### config.mk
export PLATFORM = sky130hd
export DESIGN_NAME = cell_counter_access_overflow_status
export DESIGN_NICKNAME = d
export VERILOG_FILES = /design/src/rtl/ovf_stat_pkg.sv /design/src/rtl/cell_counter_access_overflow_status.sv /design/src/rtl/ovf_flag_bank.sv
export SDC_FILE = /design/constraint.sdc
export NUM_CORES = 1
export LEC_CHECK = 0
export BUFFER_PORTS_ARGS = -buffer_cell sky130_fd_sc_hd__buf_4
export CAP_MARGIN = 10
export CORE_ASPECT_RATIO = 0.6
export CORE_UTILIZATION = 54
export CTS_CLUSTER_SIZE = 28
export DETAILED_ROUTE_END_ITERATION = 10
export PLACE_DENSITY = 0.94
export SYNTH_ARGS = -nofsm -noshare
export SYNTH_HDL_FRONTEND = slang
export SYNTH_SLANG_ARGS = --single-unit
### constraint.sdc
create_clock -name clk_sys_i -period 4.9 [get_ports clk_sys_i]
set_input_delay 0.49 -clock clk_sys_i [delete_from_list [all_inputs] [get_ports clk_sys_i]]
set_output_delay 0.49 -clock clk_sys_i [all_outputs]
set_load 0.005 [all_outputs]
### src/rtl/ovf_stat_pkg.sv
// constants for the overflow status and counter access register bank
`default_nettype none
package ovf_stat_pkg;
    // host bus shape
    localparam int ADDR_W = 12;
    localparam int DATA_W = 16;
    // statistics counter width, bytes 3..1
    localparam int CNT_W = 24;

    // register addresses (host word addresses)
    localparam logic [11:0] CMD_ADDR = 12'h40F;
    localparam logic [11:0] LINK_OVF_BASE = 12'h410;
    localparam logic [11:0] GROUP_OVF_BASE = 12'h420;
    localparam logic [11:0] TOP_STAGE_ADDR = 12'h430;
    localparam logic [11:0] MID_STAGE_ADDR = 12'h431;
    localparam logic [11:0] SEL_ADDR = 12'h432;
    // pages used to decode the per-link and per-group banks
    localparam logic [7:0] LINK_PAGE = 8'h41;
    localparam logic [8:0] GROUP_PAGE = 9'h084;

    // reset values
    localparam logic [15:0] CMD_RESET = 16'h0080;
    localparam logic [15:0] STAGE_RESET = 16'h0000;
    localparam logic [15:0] SEL_RESET = 16'h0000;

    // select register fields
    localparam int SEL_W = 9;
    localparam int SEL_TYPE_LSB = 5;
    localparam int SEL_TYPE_MSB = 8;
    localparam int SEL_INDEX_MSB = 4;
    localparam int INDEX_GROUP_BIT = 4;

    // command register fields
    localparam int CMD_DONE_BIT = 7;
    localparam int CMD_ENV_BIT = 3;
    localparam int CMD_DIR_BIT = 2;

    // command operations
    localparam logic [1:0] OP_CLEAR = 2'h0;
    localparam logic [1:0] OP_COUNTER = 2'h1;
    localparam logic [1:0] OP_IRQ_EN = 2'h2;
    // transfer directions
    localparam logic DIR_TO_COUNTER = 1'b0;
    localparam logic DIR_TO_HOST = 1'b1;

    // counter type codes
    localparam logic [3:0] TYPE_IN_ALL = 4'hB;
    localparam logic [3:0] TYPE_IN_IDLE = 4'hA;
    localparam logic [3:0] TYPE_IN_UNAS = 4'h9;
    localparam logic [3:0] TYPE_IN_HEC = 4'h8;
    localparam logic [3:0] TYPE_TX_ALL = 4'h7;
    localparam logic [3:0] TYPE_TX_IDLE = 4'h6;
    localparam logic [3:0] TYPE_TX_STUFF = 4'h5;
    localparam logic [3:0] TYPE_TX_ICP = 4'h4;
    localparam logic [3:0] TYPE_RX_ALL = 4'h3;
    localparam logic [3:0] TYPE_RX_IDLE = 4'h2;
    localparam logic [3:0] TYPE_RX_HEC = 4'h1;
    localparam logic [3:0] TYPE_RX_BAD_ICP = 4'h0;

    // index codes
    localparam logic [4:0] FIRST_LINK = 5'h00;
    localparam logic [4:0] LAST_LINK = 5'h0F;
    localparam logic [4:0] FIRST_GROUP = 5'h10;
    localparam logic [4:0] LAST_GROUP = 5'h17;

    // group overflow bit positions
    localparam int GRP_FLAGS = 5;
    localparam int GRP_FIFO_BIT = 4;
    localparam int GRP_ALL_BIT = 3;
    localparam int GRP_IDLE_BIT = 2;
    localparam int GRP_UNAS_BIT = 1;
    localparam int GRP_HEC_BIT = 0;
    // link overflow bit position
    localparam int LINK_BAD_ICP_BIT = 0;

    // transfer engine states, one-hot
    typedef enum logic [1:0] {
        ST_IDLE = 2'b01,
        ST_WAIT = 2'b10
    } xfer_state_t;
endpackage
`default_nettype wire

### src/rtl/cell_counter_access_overflow_status.sv
// overflow status registers and indirect statistics counter access
`default_nettype none
module cell_counter_access_overflow_status #(
    parameter int LINKS = 16,
    parameter int GROUPS = 8
) (
    input wire logic clk_sys_i,
    input wire logic rst_n_i,
    // host register port
    input wire logic [11:0] cpu_addr_i,
    input wire logic [15:0] cpu_wdata_i,
    input wire logic cpu_wr_i,
    input wire logic cpu_rd_i,
    output logic [15:0] cpu_rdata_o,
    // overflow events, one-cycle pulses
    input wire logic [LINKS-1:0] rx_bad_icp_ovf_i,
    input wire logic [GROUPS-1:0] grp_fifo_ovf_i,
    input wire logic [GROUPS-1:0] grp_all_ovf_i,
    input wire logic [GROUPS-1:0] grp_idle_ovf_i,
    input wire logic [GROUPS-1:0] grp_unas_ovf_i,
    input wire logic [GROUPS-1:0] grp_hec_ovf_i,
    // flags towards interrupt logic elsewhere
    output logic [LINKS-1:0] link_bad_icp_ovf_o,
    output logic [GROUPS*ovf_stat_pkg::GRP_FLAGS-1:0] group_ovf_o,
    // port to the counter store
    output logic cnt_req_o,
    output logic cnt_clear_o,
    output logic [1:0] cnt_op_o,
    output logic cnt_dir_o,
    output logic cnt_en_value_o,
    output logic [3:0] cnt_type_o,
    output logic [4:0] cnt_index_o,
    output logic [ovf_stat_pkg::CNT_W-1:0] cnt_wdata_o,
    input wire logic cnt_ack_i,
    input wire logic [ovf_stat_pkg::CNT_W-1:0] cnt_rdata_i
);
    localparam int GW = GROUPS * ovf_stat_pkg::GRP_FLAGS;

    // state of the bank apart from the sticky flags held in the flag banks
    typedef struct packed {
        ovf_stat_pkg::xfer_state_t st; // transfer engine
        logic [7:0] top; // counter byte 3
        logic [15:0] mid; // counter bytes 2 and 1
        logic [ovf_stat_pkg::SEL_W-1:0] sel; // type and index
        logic [1:0] op; // last command operation
        logic dir; // last command direction
        logic en_val; // enable bit value to transfer
        logic done; // transfer finished
        logic [15:0] rdata; // read answer
        logic req; // request pulse to counters
        logic clear; // clear-all pulse
    } regs_t;

    regs_t r;
    regs_t next_r;

    logic [LINKS-1:0] link_set; // link flag set vector
    logic [LINKS-1:0] link_clr; // link flag clear vector
    logic [GW-1:0] grp_set; // group flag set vector
    logic [GW-1:0] grp_clr; // group flag clear vector
    logic [LINKS-1:0] link_flags; // stored link flags
    logic [GW-1:0] grp_flags; // stored group flags
    logic link_hit; // access falls in the link bank
    logic grp_hit; // access falls in the group bank
    logic sel_ok; // select register holds a legal code

    // legal type/index pairs; group indexes only with input counters
    function automatic logic sel_valid(input logic [3:0] ctype, input logic [4:0] idx);
        logic ok;
        ok = 1'b0;
        if (ctype <= ovf_stat_pkg::TYPE_IN_ALL) begin
            if (idx >= ovf_stat_pkg::FIRST_LINK && idx <= ovf_stat_pkg::LAST_LINK) begin
                ok = 1'b1;
            end else if (idx >= ovf_stat_pkg::FIRST_GROUP && idx <= ovf_stat_pkg::LAST_GROUP
                         && ctype >= ovf_stat_pkg::TYPE_IN_HEC) begin
                ok = 1'b1;
            end
        end
        return ok;
    endfunction

    // address decode of the two banks
    assign link_hit = (cpu_addr_i[11:4] == ovf_stat_pkg::LINK_PAGE);
    assign grp_hit = (cpu_addr_i[11:3] == ovf_stat_pkg::GROUP_PAGE);
    assign sel_ok = sel_valid(r.sel[ovf_stat_pkg::SEL_TYPE_MSB:ovf_stat_pkg::SEL_TYPE_LSB],
                              r.sel[ovf_stat_pkg::SEL_INDEX_MSB:0]);

    assign link_set = rx_bad_icp_ovf_i;

    // event routing into per-group flag slices
    always_comb begin
        grp_set = '0;
        for (int g = 0; g < GROUPS; g++) begin
            grp_set[g*ovf_stat_pkg::GRP_FLAGS + ovf_stat_pkg::GRP_FIFO_BIT] = grp_fifo_ovf_i[g];
            grp_set[g*ovf_stat_pkg::GRP_FLAGS + ovf_stat_pkg::GRP_ALL_BIT] = grp_all_ovf_i[g];
            grp_set[g*ovf_stat_pkg::GRP_FLAGS + ovf_stat_pkg::GRP_IDLE_BIT] = grp_idle_ovf_i[g];
            grp_set[g*ovf_stat_pkg::GRP_FLAGS + ovf_stat_pkg::GRP_UNAS_BIT] = grp_unas_ovf_i[g];
            grp_set[g*ovf_stat_pkg::GRP_FLAGS + ovf_stat_pkg::GRP_HEC_BIT] = grp_hec_ovf_i[g];
        end
    end

    // sticky link flags
    ovf_flag_bank #(.W(LINKS)) u_link_flags (
        .clk_sys_i(clk_sys_i),
        .rst_n_i(rst_n_i),
        .set_i(link_set),
        .clr_i(link_clr),
        .flags_o(link_flags)
    );

    // sticky group flags, five per group
    ovf_flag_bank #(.W(GW)) u_group_flags (
        .clk_sys_i(clk_sys_i),
        .rst_n_i(rst_n_i),
        .set_i(grp_set),
        .clr_i(grp_clr),
        .flags_o(grp_flags)
    );

    // register writes, read mux and transfer engine
    always_comb begin
        logic [15:0] rd_val;
        int li;
        int gi;
        rd_val = '0;
        li = int'(cpu_addr_i[3:0]);
        gi = int'(cpu_addr_i[2:0]) * ovf_stat_pkg::GRP_FLAGS;
        next_r = r;
        next_r.req = 1'b0;
        next_r.clear = 1'b0;
        link_clr = '0;
        grp_clr = '0;

        // host writes
        if (cpu_wr_i) begin
            if (cpu_addr_i == ovf_stat_pkg::TOP_STAGE_ADDR) begin
                next_r.top = cpu_wdata_i[7:0];
            end else if (cpu_addr_i == ovf_stat_pkg::MID_STAGE_ADDR) begin
                next_r.mid = cpu_wdata_i;
            end else if (cpu_addr_i == ovf_stat_pkg::SEL_ADDR) begin
                next_r.sel = cpu_wdata_i[ovf_stat_pkg::SEL_W-1:0];
            end else if (cpu_addr_i == ovf_stat_pkg::CMD_ADDR) begin
                // a command while one is pending is ignored
                if (r.st == ovf_stat_pkg::ST_IDLE) begin
                    next_r.op = cpu_wdata_i[1:0];
                    next_r.dir = cpu_wdata_i[ovf_stat_pkg::CMD_DIR_BIT];
                    next_r.en_val = cpu_wdata_i[ovf_stat_pkg::CMD_ENV_BIT];
                    if (cpu_wdata_i[1:0] == ovf_stat_pkg::OP_CLEAR) begin
                        next_r.clear = 1'b1;
                        next_r.done = 1'b1;
                    end else if (cpu_wdata_i[1:0] == ovf_stat_pkg::OP_COUNTER
                                 || cpu_wdata_i[1:0] == ovf_stat_pkg::OP_IRQ_EN) begin
                        // illegal select finishes at once, nothing moves
                        if (sel_ok) begin
                            next_r.req = 1'b1;
                            next_r.done = 1'b0;
                            next_r.st = ovf_stat_pkg::ST_WAIT;
                        end else begin
                            next_r.done = 1'b1;
                        end
                    end
                end
            end else if (link_hit && li < LINKS) begin
                link_clr[li] = ~cpu_wdata_i[ovf_stat_pkg::LINK_BAD_ICP_BIT];
            end else if (grp_hit && gi < GW) begin
                grp_clr[gi +: ovf_stat_pkg::GRP_FLAGS] = ~cpu_wdata_i[4:0];
            end
        end

        // transfer completion; the counter answer wins over a staging write
        unique case (r.st)
            ovf_stat_pkg::ST_IDLE: begin
                next_r.st = next_r.st;
            end
            ovf_stat_pkg::ST_WAIT: begin
                if (cnt_ack_i) begin
                    // counter to host loads both stages
                    if (r.dir == ovf_stat_pkg::DIR_TO_HOST
                        && r.op == ovf_stat_pkg::OP_COUNTER) begin
                        next_r.top = cnt_rdata_i[23:16];
                        next_r.mid = cnt_rdata_i[15:0];
                    end
                    next_r.done = 1'b1;
                    next_r.st = ovf_stat_pkg::ST_IDLE;
                end
            end
            default: begin
                next_r.st = ovf_stat_pkg::ST_IDLE;
            end
        endcase

        // read mux; unmapped addresses read zero
        if (cpu_addr_i == ovf_stat_pkg::TOP_STAGE_ADDR) begin
            rd_val = {8'h00, r.top};
        end else if (cpu_addr_i == ovf_stat_pkg::MID_STAGE_ADDR) begin
            rd_val = r.mid;
        end else if (cpu_addr_i == ovf_stat_pkg::SEL_ADDR) begin
            rd_val = {7'h00, r.sel};
        end else if (cpu_addr_i == ovf_stat_pkg::CMD_ADDR) begin
            rd_val = {8'h00, r.done, 3'h0, r.en_val, r.dir, r.op};
        end else if (link_hit && li < LINKS) begin
            rd_val = {15'h0000, link_flags[li]};
        end else if (grp_hit && gi < GW) begin
            rd_val = {11'h000, grp_flags[gi +: ovf_stat_pkg::GRP_FLAGS]};
        end
        if (cpu_rd_i) begin
            next_r.rdata = rd_val;
        end
    end

    // state register with documented reset values
    always_ff @(posedge clk_sys_i or negedge rst_n_i) begin
        if (!rst_n_i) begin
            r.st <= ovf_stat_pkg::ST_IDLE;
            r.top <= ovf_stat_pkg::STAGE_RESET[7:0];
            r.mid <= ovf_stat_pkg::STAGE_RESET;
            r.sel <= ovf_stat_pkg::SEL_RESET[ovf_stat_pkg::SEL_W-1:0];
            r.op <= ovf_stat_pkg::CMD_RESET[1:0];
            r.dir <= ovf_stat_pkg::CMD_RESET[ovf_stat_pkg::CMD_DIR_BIT];
            r.en_val <= ovf_stat_pkg::CMD_RESET[ovf_stat_pkg::CMD_ENV_BIT];
            r.done <= ovf_stat_pkg::CMD_RESET[ovf_stat_pkg::CMD_DONE_BIT];
            r.rdata <= '0;
            r.req <= 1'b0;
            r.clear <= 1'b0;
        end else begin
            r <= next_r;
        end
    end

    // outputs straight from flops
    assign cpu_rdata_o = r.rdata;
    assign link_bad_icp_ovf_o = link_flags;
    assign group_ovf_o = grp_flags;
    assign cnt_req_o = r.req;
    assign cnt_clear_o = r.clear;
    assign cnt_op_o = r.op;
    assign cnt_dir_o = r.dir;
    assign cnt_en_value_o = r.en_val;
    // type code driven to counter store
    assign cnt_type_o = r.sel[ovf_stat_pkg::SEL_TYPE_MSB:ovf_stat_pkg::SEL_TYPE_LSB];
    assign cnt_index_o = r.sel[ovf_stat_pkg::SEL_INDEX_MSB:0];
    assign cnt_wdata_o = {r.top, r.mid};

    a_link_flag_set: assert property (@(posedge clk_sys_i) disable iff (!rst_n_i)
        (rx_bad_icp_ovf_i != '0)
        |=> ((link_bad_icp_ovf_o & $past(rx_bad_icp_ovf_i)) == $past(rx_bad_icp_ovf_i)))
        else $error("link overflow flag not set");

    a_group_read_zero: assert property (@(posedge clk_sys_i) disable iff (!rst_n_i)
        (cpu_rd_i && grp_hit) |=> (cpu_rdata_o[15:5] == 11'h000))
        else $error("group status upper bits not zero");

    a_top_stage_read: assert property (@(posedge clk_sys_i) disable iff (!rst_n_i)
        (cpu_rd_i && cpu_addr_i == ovf_stat_pkg::TOP_STAGE_ADDR)
        |=> (cpu_rdata_o == {8'h00, $past(cnt_wdata_o[23:16])}))
        else $error("top stage read wrong");

    a_mid_stage_read: assert property (@(posedge clk_sys_i) disable iff (!rst_n_i)
        (cpu_rd_i && cpu_addr_i == ovf_stat_pkg::MID_STAGE_ADDR)
        |=> (cpu_rdata_o == $past(cnt_wdata_o[15:0])))
        else $error("middle stage read wrong");

    a_stage_write_held: assert property (@(posedge clk_sys_i) disable iff (!rst_n_i)
        (cpu_wr_i && cpu_addr_i == ovf_stat_pkg::MID_STAGE_ADDR && !cnt_ack_i)
        |=> (!cnt_req_o && cnt_wdata_o[15:0] == $past(cpu_wdata_i)))
        else $error("staging write not simply held");

    a_clear_command: assert property (@(posedge clk_sys_i) disable iff (!rst_n_i)
        (cpu_wr_i && cpu_addr_i == ovf_stat_pkg::CMD_ADDR && r.st == ovf_stat_pkg::ST_IDLE
         && cpu_wdata_i[1:0] == ovf_stat_pkg::OP_CLEAR)
        |=> (cnt_clear_o && !cnt_req_o) ##1 !cnt_clear_o)
        else $error("clear command not a single pulse");

    a_select_legal: assert property (@(posedge clk_sys_i) disable iff (!rst_n_i)
        cnt_req_o |-> sel_valid(cnt_type_o, cnt_index_o))
        else $error("request issued for illegal select");

    a_load_to_host: assert property (@(posedge clk_sys_i) disable iff (!rst_n_i)
        (r.st == ovf_stat_pkg::ST_WAIT && cnt_ack_i && r.dir == ovf_stat_pkg::DIR_TO_HOST
         && r.op == ovf_stat_pkg::OP_COUNTER)
        |=> (cnt_wdata_o == $past(cnt_rdata_i)))
        else $error("counter value not loaded into stages");

    a_done_tracks: assert property (@(posedge clk_sys_i) disable iff (!rst_n_i)
        cnt_req_o |-> (!r.done throughout (r.st == ovf_stat_pkg::ST_WAIT)[*1]))
        else $error("done set while transfer pending");

    a_done_on_ack: assert property (@(posedge clk_sys_i) disable iff (!rst_n_i)
        (r.st == ovf_stat_pkg::ST_WAIT && cnt_ack_i) |=> (r.done && r.st == ovf_stat_pkg::ST_IDLE))
        else $error("done not raised after counter answer");
endmodule
`default_nettype wire

### src/rtl/ovf_flag_bank.sv
// bank of sticky overflow flags, set by hardware, cleared by host
`default_nettype none
module ovf_flag_bank #(
    parameter int W = 16
) (
    input wire logic clk_sys_i,
    input wire logic rst_n_i,
    input wire logic [W-1:0] set_i,
    input wire logic [W-1:0] clr_i,
    output logic [W-1:0] flags_o
);
    // whole state of the bank
    typedef struct packed {
        logic [W-1:0] flags;
    } bank_t;

    bank_t r;
    bank_t next_r;

    // set wins over clear so an overflow in the clear cycle is kept
    always_comb begin
        next_r = r;
        next_r.flags = (r.flags & ~clr_i) | set_i;
    end

    // state register
    always_ff @(posedge clk_sys_i or negedge rst_n_i) begin
        if (!rst_n_i) begin
            r <= '0;
        end else begin
            r <= next_r;
        end
    end

    assign flags_o = r.flags;

    // an overflow always lands in its flag, even against a clear
    a_set_wins_clear: assert property (@(posedge clk_sys_i) disable iff (!rst_n_i)
        (set_i != '0) |=> ((flags_o & $past(set_i)) == $past(set_i)))
        else $error("overflow event lost against clear");

    // a clear without an event empties the flag next cycle
    a_clear_works: assert property (@(posedge clk_sys_i) disable iff (!rst_n_i)
        (clr_i != '0) |=> ((flags_o & $past(clr_i) & ~$past(set_i)) == '0))
        else $error("flag not cleared by host write");
endmodule
`default_nettype wire

==> flow_summary_export.csv, run 1 <==
group,metric,value,unit
outcome,outcome,"finished clean",
pwr,power_density,314,nW/um^2
clock_tree,clock-sinks,114,
global_route,grt_overflow,0,
critical_path,slowest_delay,850,ps
synthesis,yosys.area_share.simple,15.3,%
detailed_routing,drt-met1-wl,7820,um
critical_path,crit_fanout,18,
detailed_routing,num_vias,5477,
synthesis,synth_area_leaders,"dfrtp_1, nand2b_1, buf_4",
synthesis,synth.cell_area,6110,um^2
clock_tree,ctsLongestPathBuffers,2,
critical_path,required,5160,ps
detailed_routing,drc_errors,0,
detailed_routing,ant_nets,0,
synthesis,yosys_warnings,0,
detailed_routing,drt-initial-drc-count,570,
critical_path,crit_arrival,3230,ps
die,rows,29,
critical_path,crit_family,"simple AND/OR/NAND/NOR gates",
clock_tree,numCtsBuffers,17,
critical_path,startpoint_type,"input port",
synthesis,yosysSeqAreaShare,46.7,%
sta,clock-skew-final,9.15,ps
global_route,antenna_found_initial,0,
critical_path,cp_slowest_cell,"nor4_2",
global_route,grt_usage,33.8,%
cells_and_area,layout.nets,858,
synthesis,synth_top_family_by_area,"simple AND/OR/NAND/NOR gates",
critical_path,reg2reg_depth,5,
clock_tree,cts_resized,0,
cells_and_area,final_util,75.2,%
critical_path,crit_cells,8,
min_path,hold_class,"input port to async pin",
sta,period_share,60.5,%
place,gp_congestion,0.875,
sta,max_slew_margin,23.2,%
sta,fmax,337,MHz
sta,setup_tns,0,ps
global_route,grt_first_pass_wirelength,29900,um
synthesis,synth_edf_count,0,
synthesis,synthFlopType,"dfrtp_1",
synthesis,synth_cell_types,51,
synthesis,synth.top_cells.by_count,"dfrtp_1, nand2b_1, buf_4",
die,die_width,139,um
place,port-buffer-count,223,
cells_and_area,num-fill-cells,693,
clock_tree,htree_levels,4,
sta,hold-worst-slack,187,ps
synthesis,async_flop_share,100,%
detailed_routing,wl_met2,8980,um
pwr,max-vdd-ir-drop,0.266,mV
sta,hold_viol_final,0,
clock_tree,path_clk_slew,60,ps
detailed_routing,wl_met3,2160,um
sta,setup_viol_count_final,0,
synthesis,ys_seq_elements,114,
global_route,grt_pass1_vias,5461,
critical_path,path_buf_inv,3,
critical_path,critPathMostFrequentCell,"inv_1",
clock_tree,cts_root_buf,"clkbuf_16",
pwr,p_leak,3.60,nW
detailed_routing,wl_per_cell,21.7,um
synthesis,synth_compound_area_share,14.3,%
sta,period_minus_slack,2960,ps
sta,tightest_slew,1140,ps
critical_path,path_cells,"buf_4 > inv_1 > ha_1 > inv_1 > nor4_2 > nand2_1 > mux2i_1 > o21ai_0",
detailed_routing,viasPerCell,6.17,
synthesis,synth.top_cell.area_share,45.8,%
global_route,grt_max_degree,67,
die,start_util,56.7,%
die,ios,224,
clock_tree,cts_hold_buffers,0,
synthesis,avgSynthCellArea,10.6,um^2
die,coreArea,10800,um^2
die,die_h,84.4,um
critical_path,worstSetupEndpointType,"flip-flop",
detailed_routing,wirelength,19300,um
clock_tree,cts_tree,"done",
place,dp_hpwl,14200,um
die,design.die.area,11800,um^2
cells_and_area,synthToLayoutAreaGrowth,32.5,%
synthesis,yosysTopAreaCell,"dfrtp_1",
synthesis,synth.most_common_cell,"dfrtp_1",
critical_path,worstSetupPathType,"input port to flip-flop",
sta,rsz0062_at_grt,"no",
detailed_routing,highest_layer,"met4",
cells_and_area,drive_above_1_share,39.4,%
cells_and_area,antenna_cells,0,
clock_tree,cts_setup_buffers,0,
synthesis,synthAdderAreaFrac,1.84,%
place,pre_cts_slack,1620,ps
synthesis,synth-xor-area-share,0.286,%
clock_tree,clock_latency,410,ps
synthesis,muxShareOfSynthArea,11.7,%
synthesis,syn_inst,576,
sta,final.setup.worst_slack,1940,ps
synthesis,syn_nets,698,
job,max_cap_viol_count,0,
sta,slew_violations,0,
detailed_routing,dr.pass1.iters,7,
==> layout make-up <==
| cell class | count | area (um^2) | share of cell area, % |
|---|---|---|---|
| Sequential cell | 114 | 2860 | 35.2 |
| Multi-Input combinational cell | 361 | 2660 | 32.9 |
| Timing Repair Buffer | 226 | 1700 | 20.9 |
| Clock buffer | 19 | 443 | 5.47 |
| Clock inverter | 13 | 209 | 2.58 |
| Tap cell | 139 | 174 | 2.15 |
| Inverter | 16 | 60.1 | 0.741 |
==> per-stage QoR <==
step | std cells | instance area (um^2) | total power (W)
6_report | 888 | 8100 | 0.00255
5_1_grt | 888 | 8100 | 0.00261
4_1_cts | 888 | 8100 | 0.00255
3_5_place_dp | 856 | 7450 | 0.00119
3_3_place_gp | 856 | 7450 | 0.00118
2_1_floorplan | 576 | 6110 | 0.00107
==> kinds of logic after synthesis <==
logic type | Yosys count
buffers and inverters | 101
DFF | 114
adders and majority gates | 9
xor gates and xnor gates | 2
muxes | 54
and+or+nand+nor | 165
AOI/OAI and AO/OA | 131
==> worst reg2reg max path, delay by kind of cell (launching register included) <==
kind | cells | cell delay [ps]
multiplexers | 2 | 810
flip-flops | 1 | 430
AO/OA/AOI/OAI | 3 | 500
==> where the power goes <==
part,internal (W),leakage [nW],total [W],switching [W]
clock,0.000916,0.309,0.00137,0.000452
sequential,0.000956,1.26,0.000964,0.00000823
combinational,0.000105,2.03,0.000215,0.000109
total,0.00198,3.60,0.00255,0.000570
==> path summary, 6_finish.rpt <==
kind | to | slack (ps) | from
min in group clk_sys_i | u_group_flags.flags_o[17] | 270 | grp_idle_ovf_i[3]
max | cnt_wdata_o[16] | 1940 | cpu_addr_i[0]
max reg2reg | cpu_rdata_o[4] | 3060 | u_group_flags.flags_o[14]
min reg2reg | cpu_rdata_o[11] | 490 | cpu_rdata_o[11]
min | cnt_wdata_o[22] | 190 | rst_n_i
max in group asynchronous | cnt_wdata_o[10] | 3540 | rst_n_i
==> sequential cells by signal (all words and copies together), names as in the netlist <==
signal	cells
u_group_flags.flags_o	40
cnt_wdata_o	24
cpu_rdata_o	16
u_link_flags.flags_o	16
cnt_index_o	5
cnt_type_o	4
r	3
cnt_op_o	2
cnt_clear_o	1
cnt_dir_o	1
cnt_en_value_o	1
cnt_req_o	1
==> per-layer routing <==
| layer | up-vias | track usage (%) |
|---|---|---|
| met4 | 0 | 11.0 |
| met5 | - | 0 |
| met2 | 402 | 54.0 |
| li1 | 2341 | - |
| met1 | 2693 | 45.0 |
| met3 | 41 | 9.13 |
==> placed cells by master (no fill, tap or decap), types with 3 or more instances in the layout <==
cell	synthesis	layout
nor4_2	3	4
clkinvlp_4	0	3
nand2_1	46	46
a22oi_1	4	4
o22a_1	3	3
clkbuf_16	0	17
buf_4	51	226
nand4_1	6	6
o21a_1	3	3
o31ai_1	40	40
dfrtp_1	112	112
nor3_1	5	5
nor2_1	13	13
o21ai_1	9	9
nand3_1	5	5
ha_1	9	9
o2bb2ai_1	7	7
and2_1	3	3
or2_2	4	4
a21oi_1	10	10
o21ai_0	38	38
mux4_2	13	13
mux2_2	12	12
nand2b_1	62	62
a221oi_1	6	6
bufinv_16	0	5
clkinv_4	0	3
inv_1	15	15
mux2i_1	29	29
Note: power is estimated with default switching activity, not from simulation.
==> run 2, diff against run 1 <==
- CORE_UTILIZATION: 54 -> 50
- PLACE_DENSITY: 0.94 -> 0.89
- clock period: 4.9 -> 2.8 ns (I/O delays scaled with it)
==> run 2 against run 1 <==
Net effect: worst setup slack worse by 1300 ps; sequential power is 75% higher; via count is 0.95% lower; global-route usage is 2.6 points lower; final cell count is 3.5% higher; critical path depth is 1 lower; total power is 72% higher; first-iteration DRC count is 20% lower; register-to-register slack worse by 2100 ps; clock skew is 0.88 ps higher; non-clock buffer count is 10 higher; core utilization is 4.5 points lower; critical path type unchanged.
==> flow_summary_export.csv, run 2 (synthesized netlist as in run 1, its figures left out) <==
group,metric,value,unit
outcome,outcome,"finished clean",
place,gp_congestion,0.898,
critical_path,path_cells,"buf_4 > or4_4 > or4_4 > or2_1 > buf_4 > mux2i_1 > o21ai_1",
sta,tightest_slew,737,ps
detailed_routing,wl_met2,8660,um
cells_and_area,final_common_cell,"buf_4",
cells_and_area,largest_reg_flops,40,
detailed_routing,drt-met1-wl,8200,um
pwr,max-vdd-ir-drop,0.503,mV
detailed_routing,wl_per_cell,21.0,um
place,port-buffer-count,223,
critical_path,crit_fanout,16,
critical_path,slowest_delay,620,ps
clock_tree,cts_hold_buffers,1,
detailed_routing,viasPerCell,5.90,
critical_path,r2r_setup_slack,970,ps
critical_path,cp_slowest_cell,"or4_4",
pwr,pwr-share-comb,8.7,%
sta,hold_viol_final,0,
cells_and_area,drive_above_1_share,40.1,%
detailed_routing,drt-initial-drc-count,458,
critical_path,worstSetupPathType,"input port to flip-flop",
global_route,grt_usage,31.2,%
place,dp_hpwl,14400,um
critical_path,worstSetupEndpointType,"flip-flop",
sta,clock-skew-final,10.0,ps
cells_and_area,final_area,8190,um^2
detailed_routing,highest_layer,"met4",
sta,max_slew_margin,50.7,%
cells_and_area,layout.nets,868,
detailed_routing,ant_nets,0,
global_route,grt_max_degree,62,
sta,period_share,77.4,%
pwr,p_clk_share,52.6,%
clock_tree,clock_latency,410,ps
detailed_routing,dr.pass1.iters,5,
pwr,power_density,533,nW/um^2
cells_and_area,synthToLayoutAreaGrowth,34.0,%
clock_tree,numCtsBuffers,17,
cells_and_area,layout_common_cells,"buf_4, dfrtp_1, nand2b_1",
clock_tree,cts_setup_buffers,0,
die,ios,224,
detailed_routing,wirelength,19300,um
critical_path,crit_arrival,2440,ps
job,max_cap_viol_count,0,
global_route,grt_overflow,0,
global_route,grt_pass1_vias,5318,
global_route,antenna_found_initial,0,
die,coreArea,11600,um^2
pwr,switchingPower,0.000995,W
clock_tree,cts_tree,"done",
clock_tree,cts_root_buf,"clkbuf_16",
clock_tree,clock-sinks,114,
clock_tree,ctsLongestPathBuffers,2,
sta,setup_tns,0,ps
sta,period_minus_slack,2170,ps
cells_and_area,antenna_cells,0,
pwr,internal-power,0.00337,W
sta,fmax,462,MHz
sta,rsz0062_at_grt,"no",
sta,slew_violations,0,
pwr,p_leak,3.65,nW
critical_path,startpoint_type,"input port",
die,design.die.area,12700,um^2
global_route,grt_first_pass_wirelength,29100,um
detailed_routing,wl_met3,2090,um
clock_tree,cts_resized,0,
detailed_routing,num_vias,5425,
pwr,seqPwrFrac,38.6,%
die,rows,30,
min_path,hold_class,"input port to flip-flop",
die,die_width,145,um
clock_tree,htree_levels,4,
sta,setup_viol_count_final,0,
pwr,swShare,22.8,%
die,die_h,87.7,um
die,start_util,52.7,%
clock_tree,path_clk_slew,60,ps
detailed_routing,drc_errors,0,
place,place_area,7560,um^2
critical_path,required,3070,ps
run 2: power groups by stage:
| stage | Clock (W) | Sequential [W] | Combinational (W) |
|---|---|---|---|
| after floorplan | 0 | 0.00171 | 0.000166 |
| after detailed placement | 0 | 0.00171 | 0.000376 |
| after CTS | 0.00232 | 0.00169 | 0.000380 |
| after global placement | 0 | 0.00171 | 0.000362 |
| final | 0.00230 | 0.00169 | 0.000382 |
| after global routing | 0.00239 | 0.00169 | 0.000415 |
run 2: final timing paths:
kind                       cells after the start                  endpoint                       from
hold reg to reg                                1           cpu_rdata_o[13]            cpu_rdata_o[13]
hold / removal                                 2  u_group_flags.flags_o[8]           grp_all_ovf_i[1]
max in group asynchronous                      3                     r[56]                    rst_n_i
min in group asynchronous                      2           cnt_wdata_o[17]                    rst_n_i
setup / recovery                               7           cnt_wdata_o[12]              cpu_addr_i[6]
setup reg to reg                               5            cpu_rdata_o[4]  u_group_flags.flags_o[19]
run 2: critical path: cells and delay by family:
| kind | cells | cell delay, ps |
|---|---|---|
| AND/OR/NAND/NOR | 3 | 1480 |
| AO/OA/AOI/OAI | 1 | 100 |
| multiplexers | 1 | 220 |
| buffers and inverters | 2 | 340 |
run 2: through the flow:
stage                     power [W]  utilization, %  std cells  worst slack, ps  hold WS, ps
after CTS                   0.00438            70.6        919              648         44.2
final                       0.00437            70.6        919              634         52.9
after floorplan             0.00188               -        576             46.7        -15.6
after detailed placement    0.00209            65.1        886              244          372
after global routing        0.00449            70.6        919              544         45.8
after global placement      0.00207            65.1        886              355          360
run 2: metal layers:
metal  vias to the layer above  GRT usage, %
met1                      2673          42.6
met5                         -             0
met4                         0          11.4
met3                        42          9.40
met2                       344          47.2
li1                       2366             -
run 2: area by class of cell:
class	count	area [um^2]
clock buffer	19	443
timing repair buffer	236	1790
multi-input combinational	361	2660
inverter	16	60.1
sequential	114	2860
tap	160	200
fill	860	3410
clock inverter	13	184
==> run 3, diff against run 2 <==
- clock period: 2.8 -> 2.25 ns (I/O delays scaled with it)
==> run 3 against run 2 <==
Net effect: die area unchanged; register-to-register slack worse by 540 ps; critical path depth up 3; first-iteration DRC count down 19%; combinational power up 34%; critical endpoint is now cpu_rdata_o[7]; largest power group unchanged.
==> flow_summary_export.csv, run 3 (synthesized netlist as in run 1, its figures left out) <==
group,metric,value,unit
pwr,max-vdd-ir-drop,0.546,mV
critical_path,path_cells,"buf_4 > inv_2 > ha_1 > or4bb_1 > nor4_2 > buf_4 > buf_4 > a22oi_1 > o211ai_1 > o21a_1",
global_route,grt_overflow,0,
critical_path,startpoint_type,"input port",
clock_tree,htree_levels,4,
cells_and_area,antenna_cells,0,
cells_and_area,layout_common_cells,"buf_4, dfrtp_1, nand2b_1",
global_route,grt_first_pass_wirelength,29800,um
critical_path,worstSetupPathType,"input port to flip-flop",
detailed_routing,ant_nets,0,
detailed_routing,drt-initial-drc-count,372,
clock_tree,clock_latency,410,ps
die,design.die.area,12700,um^2
pwr,pwr-share-comb,9.0,%
cells_and_area,final_common_cell,"buf_4",
clock_tree,cts_setup_buffers,0,
place,dp_cells,904,
detailed_routing,num_vias,5492,
detailed_routing,viasPerCell,5.81,
sta,tightest_slew,748,ps
clock_tree,cts_tree,"done",
cells_and_area,multiInputGateArea,2680,um^2
cells_and_area,num-fill-cells,815,
clock_tree,clock-sinks,114,
critical_path,crit_arrival,2290,ps
critical_path,critPathMostFrequentCell,"buf_4",
critical_path,worstSetupEndpointType,"flip-flop",
sta,hold-worst-slack,8.08,ps
detailed_routing,wl_per_cell,21.0,um
global_route,grt_pass1_vias,5573,
detailed_routing,wirelength,19900,um
sta,slew_violations,0,
place,dp_hpwl,14400,um
clock_tree,cts_root_buf,"clkbuf_16",
cells_and_area,final_area,8500,um^2
clock_tree,path_clk_slew,60,ps
die,ios,224,
place,place_area,7720,um^2
cells_and_area,layout.nets,895,
pwr,seqPwrFrac,36.8,%
sta,period_share,86.4,%
job,max_cap_viol_count,0,
critical_path,cp_slowest_cell,"or4bb_1",
global_route,grt_usage,32.1,%
pwr,p_leak,3.81,nW
global_route,antenna_found_initial,0,
place,port-buffer-count,223,
global_route,grt_max_degree,56,
cells_and_area,final_util,73.2,%
place,gp_congestion,0.905,
sta,rsz0062_at_grt,"no",
sta,setup_viol_count_final,0,
sta,fmax,515,MHz
min_path,hold_class,"input port to flip-flop",
pwr,p_clk_share,54.2,%
cells_and_area,largest_reg_flops,40,
cells_and_area,drive_above_1_share,41.5,%
sta,clock-skew-final,8.61,ps
detailed_routing,dr.pass1.iters,7,
die,die_h,87.7,um
critical_path,path_buf_inv,4,
pwr,swShare,21.9,%
critical_path,slowest_delay,440,ps
cells_and_area,final-seq-area,2860,um^2
clock_tree,ctsLongestPathBuffers,2,
cells_and_area,synthToLayoutAreaGrowth,38.9,%
die,coreArea,11600,um^2
critical_path,required,2600,ps
critical_path,crit_family,"simple AND/OR/NAND/NOR gates",
outcome,outcome,"finished clean",
die,rows,30,
sta,final.setup.worst_slack,307,ps
detailed_routing,drc_errors,0,
pwr,internal-power,0.00445,W
critical_path,crit_fanout,9,
place,pre_cts_slack,-33.0,ps
die,start_util,52.7,%
clock_tree,numCtsBuffers,17,
sta,hold_viol_final,0,
die,die_width,145,um
pwr,power_density,670,nW/um^2
pwr,switchingPower,0.00125,W
cells_and_area,final_cells,946,
sta,period_minus_slack,1940,ps
sta,max_slew_margin,50.1,%
run 3: layout make-up:
class,instances,area share [%]
Clock buffer,19,5.21
Clock inverter,13,2.72
Inverter,16,0.736
Multi-Input combinational cell,361,31.5
Sequential cell,114,33.6
Tap cell,160,2.36
Timing Repair Buffer,263,23.8
run 3: repair_timing:
item	in CTS	in global routing
endpoints found under the setup margin	0	0
hold buffers	10	0
resized for setup	0	0
endpoints found under the hold margin	57	0
run 3: worst paths after layout:
kind | start | to | slack, ps | cells past startpoint
worst max-delay path | cpu_addr_i[1] | cpu_rdata_o[7] | 310 | 10
worst min-delay path | rx_bad_icp_ovf_i[4] | u_link_flags.flags_o[4] | 8 | 2
worst max register to register | u_group_flags.flags_o[19] | cpu_rdata_o[4] | 430 | 5
worst min register to register | cpu_rdata_o[4] | cpu_rdata_o[4] | 490 | 1
max in group asynchronous | rst_n_i | u_group_flags.flags_o[35] | 1050 | 3
min in group asynchronous | rst_n_i | cnt_wdata_o[22] | 420 | 2
run 3: power by group through the flow:
stage	Sequential [W]	Clock, W	Combinational, W
final	0.00210	0.00309	0.000513
after global routing	0.00210	0.00322	0.000552
after CTS	0.00210	0.00310	0.000509
after detailed placement	0.00213	0	0.000487
after global placement	0.00213	0	0.000469
after floorplan	0.00213	0	0.000225
run 3: per-layer routing:
metal  track usage [%]  share of wire, %  vias up
li1                  -                 -     2426
met1              44.5                44     2705
met2              49.7                46      325
met3              7.82               8.9       36
met4              10.4               1.5        0
met5                 0                 0        -
run 3: per-stage QoR:
step	TNS, ps	power, W
CTS	0	0.00571
floorplan	-1010	0.00235
global route	0	0.00587
detailed placement	-101	0.00262
finish	0	0.00570
global placement	0	0.00260
